File: src/logic/pc_stack_pkg.sv
// Constants, types and register map for the program-flow and addressing unit.
// Assumes one clock (the instruction cycle) and a synchronous active-high reset.
package pc_stack_pkg;
   localparam int PC_W = 15;
   localparam int SP_W = 5;
   localparam int STACK_DEPTH = 16;
   localparam int DADDR_W = 12;

   // Avalon byte addresses
   localparam logic [5:0] REG_COUNTER_LOW  = 6'h00;
   localparam logic [5:0] REG_HIGH_LATCH   = 6'h04;
   localparam logic [5:0] REG_STACK_PTR    = 6'h08;
   localparam logic [5:0] REG_TOP_LOW      = 6'h0c;
   localparam logic [5:0] REG_TOP_HIGH     = 6'h10;
   localparam logic [5:0] REG_PTR0_LOW     = 6'h14;
   localparam logic [5:0] REG_PTR0_HIGH    = 6'h18;
   localparam logic [5:0] REG_PTR1_LOW     = 6'h1c;
   localparam logic [5:0] REG_PTR1_HIGH    = 6'h20;
   localparam logic [5:0] REG_POWER_CTRL   = 6'h24;

   localparam int OVF_BIT      = 7;
   localparam int UNF_BIT      = 6;
   localparam int FAULT_EN_BIT = 9;

   localparam logic [4:0]  SP_EMPTY      = 5'h1f;
   localparam logic [4:0]  SP_FULL       = 5'h0f;
   localparam logic [15:0] TRAD_LAST     = 16'h0fff;
   localparam logic [15:0] LIN_BASE      = 16'h2000;
   localparam logic [15:0] LIN_LAST      = 16'h29af;
   localparam logic [11:0] GPR_BLOCK     = 12'h050;
   localparam logic [6:0]  GPR_BASE      = 7'h20;
   localparam logic [6:0]  IND_PORT_LAST = 7'h01;
   localparam int          FLASH_SEL_BIT = 15;

   typedef enum logic [3:0] {
      OP_NONE      = 4'b0000,
      OP_STEP      = 4'b0001,
      OP_WRITE_LOW = 4'b0010,
      OP_CALL      = 4'b0011,
      OP_COMPUTED_CALL_INSTR     = 4'b0100,
      OP_BRW       = 4'b0101,
      OP_BRA       = 4'b0110,
      OP_RETURN    = 4'b0111,
      OP_VECTOR    = 4'b1000
   } flow_op_e;

   typedef enum logic [1:0] {
      IND_IDLE   = 2'b00,
      IND_ACCESS = 2'b01,
      IND_FLASH  = 2'b10,
      IND_DONE   = 2'b11
   } ind_state_e;

   typedef enum logic [1:0] {
      MODE_DATA  = 2'b00,
      MODE_ZERO  = 2'b01,
      MODE_FLASH = 2'b10
   } ind_mode_e;

   typedef struct packed {
      flow_op_e    op;
      logic [10:0] operand;
      logic [7:0]  wreg;
      logic [7:0]  data;
   } flow_ctl_s;

   typedef struct packed {
      logic       valid;
      logic       sel;
      logic       write;
      logic [7:0] wdata;
   } ind_req_s;

   typedef struct packed {
      logic [11:0] addr;
      logic        re;
      logic        we;
      logic [7:0]  wdata;
   } dmem_s;
endpackage

File: src/logic/pc_stack_indirect_addressing.sv
// Program counter, 16-level return stack and indirect addressing unit.
// Assumes a decoder driving one flow op per cycle and an Avalon-MM master.
module pc_stack_indirect_addressing
   import pc_stack_pkg::*;
#(
   parameter logic [14:0] VECTOR_ADDR = 15'h0004
) (
   // Clock and reset
   input  wire logic                mclk_in,
   input  wire logic                sys_rst_in,
   // Configuration
   input  wire logic [13:0]         cfg_word2_in,
   // Decoder flow control
   input  wire flow_ctl_s           flow_ctl_in,
   output logic      [PC_W-1:0]     pc_out,
   output logic                     fault_reset_out,
   // Indirect access request and answer
   input  wire ind_req_s            ind_req_in,
   output logic                     ind_ready_out,
   output logic                     ind_ack_out,
   output logic      [7:0]          ind_rdata_out,
   // Data and flash memory ports
   output dmem_s                    dmem_out,
   input  wire logic [7:0]          dmem_rdata_in,
   output logic      [PC_W-1:0]     fmem_addr_out,
   input  wire logic [13:0]         fmem_rdata_in,
   // Avalon-MM slave
   input  wire logic [5:0]          avs_address_in,
   input  wire logic                avs_read_in,
   input  wire logic                avs_write_in,
   input  wire logic [31:0]         avs_writedata_in,
   output logic      [31:0]         avs_readdata_out,
   output logic                     avs_waitrequest_out
);

   typedef struct packed {
      logic [PC_W-1:0]                   pc;
      logic [6:0]                        latch;
      logic [SP_W-1:0]                   sp;
      logic [STACK_DEPTH-1:0][PC_W-1:0]  stack;
      logic [15:0]                       ptr0;
      logic [15:0]                       ptr1;
      logic                              ovf;
      logic                              unf;
      logic                              fault_en;
      logic                              fault_pulse;
      ind_state_e                        ist;
      ind_mode_e                         mode;
      dmem_s                             dmem;
      logic [PC_W-1:0]                   faddr;
      logic [7:0]                        ind_rdata;
      logic                              rd_valid;
      logic [31:0]                       readdata;
   } state_s;

   state_s s;
   state_s next_s;

   logic [31:0]     rd_word;
   logic [PC_W-1:0] pc_inc;
   logic [PC_W-1:0] push_val;
   logic            push;
   logic            pop;
   logic [14:0]     top_entry;
   logic [15:0]     ptr;
   logic [15:0]     lin_off;
   logic [11:0]     lin_bank;
   logic [11:0]     lin_in;

   always_comb begin
      next_s = s;
      next_s.fault_pulse = 1'b0;
      next_s.fault_en = cfg_word2_in[FAULT_EN_BIT];
      // Empty stack with fault reset reads zero, otherwise the wrapped slot
      top_entry = s.stack[s.sp[3:0]];
      if (s.sp == SP_EMPTY && s.fault_en) begin
         top_entry = '0;
      end

      // Register read mux
      rd_word = '0;
      case (avs_address_in)
         REG_COUNTER_LOW: rd_word[7:0] = s.pc[7:0];
         REG_HIGH_LATCH:  rd_word[6:0] = s.latch;
         REG_STACK_PTR:   rd_word[4:0] = s.sp;
         REG_TOP_LOW:     rd_word[7:0] = top_entry[7:0];
         REG_TOP_HIGH:    rd_word[6:0] = top_entry[14:8];
         REG_PTR0_LOW:    rd_word[7:0] = s.ptr0[7:0];
         REG_PTR0_HIGH:   rd_word[7:0] = s.ptr0[15:8];
         REG_PTR1_LOW:    rd_word[7:0] = s.ptr1[7:0];
         REG_PTR1_HIGH:   rd_word[7:0] = s.ptr1[15:8];
         REG_POWER_CTRL: begin
            rd_word[OVF_BIT] = s.ovf;
            rd_word[UNF_BIT] = s.unf;
         end
         default:         rd_word = '0;
      endcase
      // One wait state on reads so read data comes from a flop
      next_s.rd_valid = avs_read_in & ~s.rd_valid;
      if (avs_read_in && !s.rd_valid) begin
         next_s.readdata = rd_word;
      end

      if (avs_write_in) begin
         case (avs_address_in)
            REG_COUNTER_LOW: next_s.pc = {s.latch, avs_writedata_in[7:0]};
            REG_HIGH_LATCH:  next_s.latch = avs_writedata_in[6:0];
            REG_STACK_PTR:   next_s.sp = avs_writedata_in[4:0];
            REG_TOP_LOW:     next_s.stack[s.sp[3:0]][7:0] = avs_writedata_in[7:0];
            REG_TOP_HIGH:    next_s.stack[s.sp[3:0]][14:8] = avs_writedata_in[6:0];
            REG_PTR0_LOW:    next_s.ptr0[7:0] = avs_writedata_in[7:0];
            REG_PTR0_HIGH:   next_s.ptr0[15:8] = avs_writedata_in[7:0];
            REG_PTR1_LOW:    next_s.ptr1[7:0] = avs_writedata_in[7:0];
            REG_PTR1_HIGH:   next_s.ptr1[15:8] = avs_writedata_in[7:0];
            REG_POWER_CTRL: begin
               // Writing zero clears; a hardware set later in this cycle wins
               next_s.ovf = s.ovf & avs_writedata_in[OVF_BIT];
               next_s.unf = s.unf & avs_writedata_in[UNF_BIT];
            end
            default: next_s.pc = next_s.pc;
         endcase
      end

      // Program flow; decoder wins over a same-cycle bus write
      pc_inc = s.pc + 15'h0001;
      push = 1'b0;
      pop = 1'b0;
      push_val = pc_inc;
      case (flow_ctl_in.op)
         OP_STEP:      next_s.pc = pc_inc;
         OP_WRITE_LOW: next_s.pc = {s.latch, flow_ctl_in.data};
         OP_CALL: begin
            next_s.pc = {s.latch[6:3], flow_ctl_in.operand};
            push = 1'b1;
         end
         OP_COMPUTED_CALL_INSTR: begin
            next_s.pc = {s.latch, flow_ctl_in.wreg};
            push = 1'b1;
         end
         OP_BRW:       next_s.pc = pc_inc + {7'h00, flow_ctl_in.wreg};
         OP_BRA:       next_s.pc = pc_inc + {{6{flow_ctl_in.operand[8]}},
                                             flow_ctl_in.operand[8:0]};
         OP_RETURN:    pop = 1'b1;
         OP_VECTOR: begin
            next_s.pc = VECTOR_ADDR;
            push = 1'b1;
            push_val = s.pc;
         end
         default:      next_s.pc = next_s.pc;
      endcase

      if (push) begin
         if (s.sp == SP_FULL) begin
            next_s.ovf = 1'b1;
         end
         if (s.sp == SP_FULL && s.fault_en) begin
            next_s.fault_pulse = 1'b1;
         end else begin
            next_s.sp = s.sp + 5'h01;
            next_s.stack[next_s.sp[3:0]] = push_val;
         end
      end
      if (pop) begin
         if (s.sp == SP_EMPTY) begin
            next_s.unf = 1'b1;
         end
         if (s.sp == SP_EMPTY && s.fault_en) begin
            next_s.fault_pulse = 1'b1;
         end else begin
            next_s.pc = s.stack[s.sp[3:0]];
            next_s.sp = s.sp - 5'h01;
         end
      end
      // Fault reset restarts flow but keeps the flags for software to see
      if (next_s.fault_pulse) begin
         next_s.pc = '0;
         next_s.sp = SP_EMPTY;
      end

      // Indirect access decode
      ptr = ind_req_in.sel ? s.ptr1 : s.ptr0;
      lin_off = ptr - LIN_BASE;
      lin_bank = lin_off[11:0] / GPR_BLOCK;
      lin_in = lin_off[11:0] % GPR_BLOCK;
      next_s.dmem.re = 1'b0;
      next_s.dmem.we = 1'b0;
      case (s.ist)
         IND_IDLE: begin
            if (ind_req_in.valid) begin
               next_s.ist = IND_ACCESS;
               next_s.dmem.wdata = ind_req_in.wdata;
               next_s.faddr = ptr[14:0];
               next_s.mode = MODE_ZERO;
               next_s.dmem.addr = '0;
               if (ptr[FLASH_SEL_BIT]) begin
                  next_s.mode = MODE_FLASH;
               end else if (ptr <= TRAD_LAST) begin
                  next_s.dmem.addr = ptr[11:0];
                  // Indirect ports sit at the first two bytes of each bank
                  if (ptr[6:0] > IND_PORT_LAST) begin
                     next_s.mode = MODE_DATA;
                  end
               end else if (ptr >= LIN_BASE && ptr <= LIN_LAST) begin
                  next_s.dmem.addr = {lin_bank[4:0], GPR_BASE + lin_in[6:0]};
                  next_s.mode = MODE_DATA;
               end
               if (next_s.mode == MODE_DATA) begin
                  next_s.dmem.re = ~ind_req_in.write;
                  next_s.dmem.we = ind_req_in.write;
               end
            end
         end
         IND_ACCESS: begin
            case (s.mode)
               MODE_FLASH: next_s.ist = IND_FLASH;
               MODE_DATA: begin
                  next_s.ind_rdata = dmem_rdata_in;
                  next_s.ist = IND_DONE;
               end
               default: begin
                  next_s.ind_rdata = '0;
                  next_s.ist = IND_DONE;
               end
            endcase
         end
         IND_FLASH: begin
            next_s.ind_rdata = fmem_rdata_in[7:0];
            next_s.ist = IND_DONE;
         end
         IND_DONE:  next_s.ist = IND_IDLE;
         default:   next_s.ist = IND_IDLE;
      endcase
   end

   always_ff @(posedge mclk_in) begin
      if (sys_rst_in) begin
         s <= '{pc: '0, sp: SP_EMPTY, ist: IND_IDLE, mode: MODE_ZERO,
                default: '0};
      end else begin
         s <= next_s;
      end
   end

   assign pc_out = s.pc;
   assign fault_reset_out = s.fault_pulse;
   assign ind_ready_out = (s.ist == IND_IDLE);
   assign ind_ack_out = (s.ist == IND_DONE);
   assign ind_rdata_out = s.ind_rdata;
   assign dmem_out = s.dmem;
   assign fmem_addr_out = s.faddr;
   assign avs_readdata_out = s.readdata;
   assign avs_waitrequest_out = avs_read_in & ~s.rd_valid;

   logic op_ok;
   assign op_ok = !avs_write_in;
endmodule

File: config.mk
export PLATFORM = sky130hd
export DESIGN_NAME = pc_stack_indirect_addressing
export DESIGN_NICKNAME = d
export VERILOG_FILES = /design/src/logic/pc_stack_pkg.sv /design/src/logic/pc_stack_indirect_addressing.sv
export SDC_FILE = /design/constraint.sdc
export NUM_CORES = 1
export LEC_CHECK = 0
export BUFFER_PORTS_ARGS = -buffer_cell sky130_fd_sc_hd__buf_4
export CORE_ASPECT_RATIO = 1.75
export CORE_UTILIZATION = 42
export CTS_CLUSTER_SIZE = 16
export DETAILED_ROUTE_END_ITERATION = 16
export GPL_ROUTABILITY_DRIVEN = 0
export SLEW_MARGIN = 20
export SYNTH_ARGS = -nofsm -noshare
export SYNTH_HDL_FRONTEND = slang
export SYNTH_SLANG_ARGS = --single-unit
File: constraint.sdc
create_clock -name mclk_in -period 4.51 [get_ports mclk_in]
set_input_delay 0 -clock mclk_in [delete_from_list [all_inputs] [get_ports mclk_in]]
set_output_delay 0 -clock mclk_in [all_outputs]
set_load 0.05 [all_outputs]
==> summary.txt <==
met2 Usage GRT: 51.2%
PD cells: 357 nW/um^2
WL final: 73300 um
Finished Layout Cells: 3233
hold depth: 3
largest net degree at the start of global routing: 100
Worst Skew: 0.0288 ns
Clk pwr share: 35.4%
critical path class: flop to flop
area leader, netlist: dfxtp_1
CP delay by family, top: simple AND/OR/NAND/NOR gates
initial cell density of the core: 42.5%
min Tclk post-route: 4.06 ns
Vert. Die Dim: 301 um
CTS Buffer Depth: 3
Die W: 173 um
register area share after synthesis: 33.7%
WL/cell: 22.7 um
Pre-antenna DRT Iters: 6
most frequent CP cell: ha_1
cts bufs inserted: 36
Clock transition at path regs: 0.07 ns
setup TNS: 0 ns
Critical Path, Cell by Cell: ha_1 -> and3_1 -> ha_1 -> nand2_1 -> nand4_1 -> o21ai_0 -> a221oi_1 -> o221ai_1 -> dlygate4sd3_1 -> o211a_1
crit path DAT: 4.48 ns
Reg2Reg Launch Point: s[358]
Total GRT Usage: 27.6%
CP bufs+invs: 1
Min-Delay Endpoint: s[232]
# port buffers: 148
Synth top area share: 33.7%
Crit Reg-Reg Endpoint: pc_out[2]
H-tree levels: 2
DRC Markers: 0
nets: 2695
critical path fanouts, max: 30
Tightest Pin Transition: 1.16 ns
CTS tree: yes
combinational share of power: 24.1%
vias in the first global route: 19483
leakage power: 8.74 nW
Crit path required time: 4.93 ns
GR peak layer: met2
HP Start: avs_writedata_in[1]
die area: 52100 um^2
top cells by area, synth: dfxtp_1 34%, mux2i_1 8.4%, mux4_2 7.9%, nor2_1 6.6%, a211oi_1 6.2%
initial antenna violation count: 2
Synth cell types: 75
Post-DP HPWL: 49500 um
area occupied by multi-input gates: 12600 um^2
R2R depth: 10
Fin. Hold Viols: 0
Post-synth EDFFs: 0
# setup viols final: 0
RSZ-0062 raised after global routing: no
r2r setup slk: 0.45 ns
routed vias: 19582
register area: 7230 um^2
crit end category: flop
Detail Route Antenna Nets: 0
share of layout cells above drive strength 1: 16.4%
CTS Sinks: 361
Yosys Warn Count: 0
sw frac: 32.8%
overall power: 8.61 mW
global-route wire length before repair: 113000 um
ys async rst share: 0%
Root Buffer: clkbuf_16
Core Footprint: 50500 um^2
maxcap violations: 0
post-DR vias/cell: 6.06
Worst path max stage delay: 0.80 ns
final-report max-slew violation count: 0
met3 Use GR: 3.90%
Synth Register Bits: 361
Max VDD drop: 0.234 mV
I/O pin count: 216
Post-Syn Area: 21500 um^2
M1 GR Usage: 29.0%
gr ovfl total: 0
clk_lat worst skew: 0.55 ns
ant diodes: 0
fill count: 4805
Max Fclk: 0.246 GHz
Slew HR: 22.4%
utilization after layout: 47.8%
Most used DFF post-synth: dfxtp_1
drt initial violations: 1584
switching power: 2.83 mW
hold crit path type: input pin to flop
synthesized instance count: 2543
Reg power frac: 40.6%
status: completed
final period utilization: 90.0%
Inst Count DP: 3121
Worst path slowest cell: dfxtp_4
# rows: 109
internal power: 5.79 mW
Critical Path Start Type: flop
synth-to-layout area growth: 12.4%
Mean Syn Cell Area: 8.44 um^2
-- kinds of logic after synthesis --
kind of cell / count (synthesis) / share of synthesized area (%)
and+or+nand+nor: 832 / 16.8
AOI/OAI and AO/OA: 624 / 19.6
DFF: 361 / 33.7
buffers and inverters: 352 / 7.90
muxes: 294 / 18.3
xor gates and xnor gates: 47 / 1.92
adders and majority gates: 32 / 1.87
other: 1 / 0.0175
-- power by group through the flow --
stage	Sequential, mW	Clock [mW]	Combinational, mW
after floorplan	3.50	0	1.57
after global placement	3.55	0	1.89
after detailed placement	3.56	0	1.92
after CTS	3.49	3.09	2.05
after global routing	3.51	3.20	2.21
final	3.49	3.05	2.07
-- placed cells by master (no fill, tap or decap), drive strengths merged, types with 28 or more instances in the layout --
cell type    netlist  routed
a211oi           178     178
a21oi            125     125
a22oi             30      30
a311oi            66      66
buf              127     219
clkbuf           203      52
dfxtp            361     361
dlygate4sd3        0      53
ha                28      28
mux2              38      38
mux2i            181     181
mux4              75      75
nand2            235     235
nand3             81      81
nor2             392     392
nor3              32      32
o21ai            131     131
xnor2             29      29
-- worst min-delay path, cell delays in order --
cell and delay (ns):
buf_4 0.29, nand2_1 0.12, a311oi_1 0.07
-- per-stage QoR --
stage	hold WS [ns]	instance area [um^2]	setup slack, ns
global route	0.0167	24100	0.306
CTS	0.00238	24100	0.517
detailed placement	0.171	22400	0.607
floorplan	0.0724	21600	1.17
finish	0.00830	24100	0.450
global placement	0.170	22400	0.720
-- registers in the layout, summed over array words and instances, names as in the netlist --
register          cells
avs_readdata_out      8
dmem_out             22
fault_reset_out       1
fmem_addr_out        15
ind_rdata_out         8
pc_out               15
s                   292
-- area by class of cell --
class / instances / share of cell area, %
Sequential cell: 361 / 30.0
Clock inverter: 7 / 0.306
Clock buffer: 52 / 4.49
Multi-Input combinational cell: 1853 / 52.4
Inverter: 22 / 0.342
Tap cell: 666 / 3.45
Timing Repair Buffer: 272 / 9.04
-- routing by layer --
metal	vias up	share of wire (%)
met1	9411	37
met5	-	0.018
li1	9127	-
met2	776	51
met4	2	6.9
met3	266	5.4
-- worst max path at each step --
stage                          from                   to  slack [ns]  depth (start not counted)
global placement          pc_out[1]           pc_out[14]        0.72                         13
CTS                          s[358]  avs_readdata_out[7]        0.52                          8
detailed placement        pc_out[1]           pc_out[14]        0.61                         13
floorplan           flow_ctl_in[29]           pc_out[10]        1.17                         17
finish                       s[358]            pc_out[2]        0.45                         10
global route              pc_out[1]           pc_out[14]        0.31                         13
-- what timing repair did --
item / 4_1_cts / 5_1_grt
hold endpoints to repair: 106 / 0
gates resized for setup: 0 / 0
setup buffers: 0 / 0
hold buffers: 53 / 0
-- cell usage after synthesis, drive strengths merged (5+ instances only) --
cell    number
a211oi     178
a21o         6
a21oi      125
a221oi      16
a222oi       5
a22oi       30
a311oi      66
a31oi        8
and2         8
and3         9
buf        127
clkbuf     203
dfxtp      361
ha          28
inv         22
mux2        38
mux2i      181
mux4        75
nand2      235
nand2b      18
nand3       81
nand4       14
nor2       392
nor2b       14
nor3        32
nor4        10
o211ai      14
o21a         6
o21ai      131
o22ai        7
or2          6
xnor2       29
xor2        18
(Power assumes the default switching activity.)
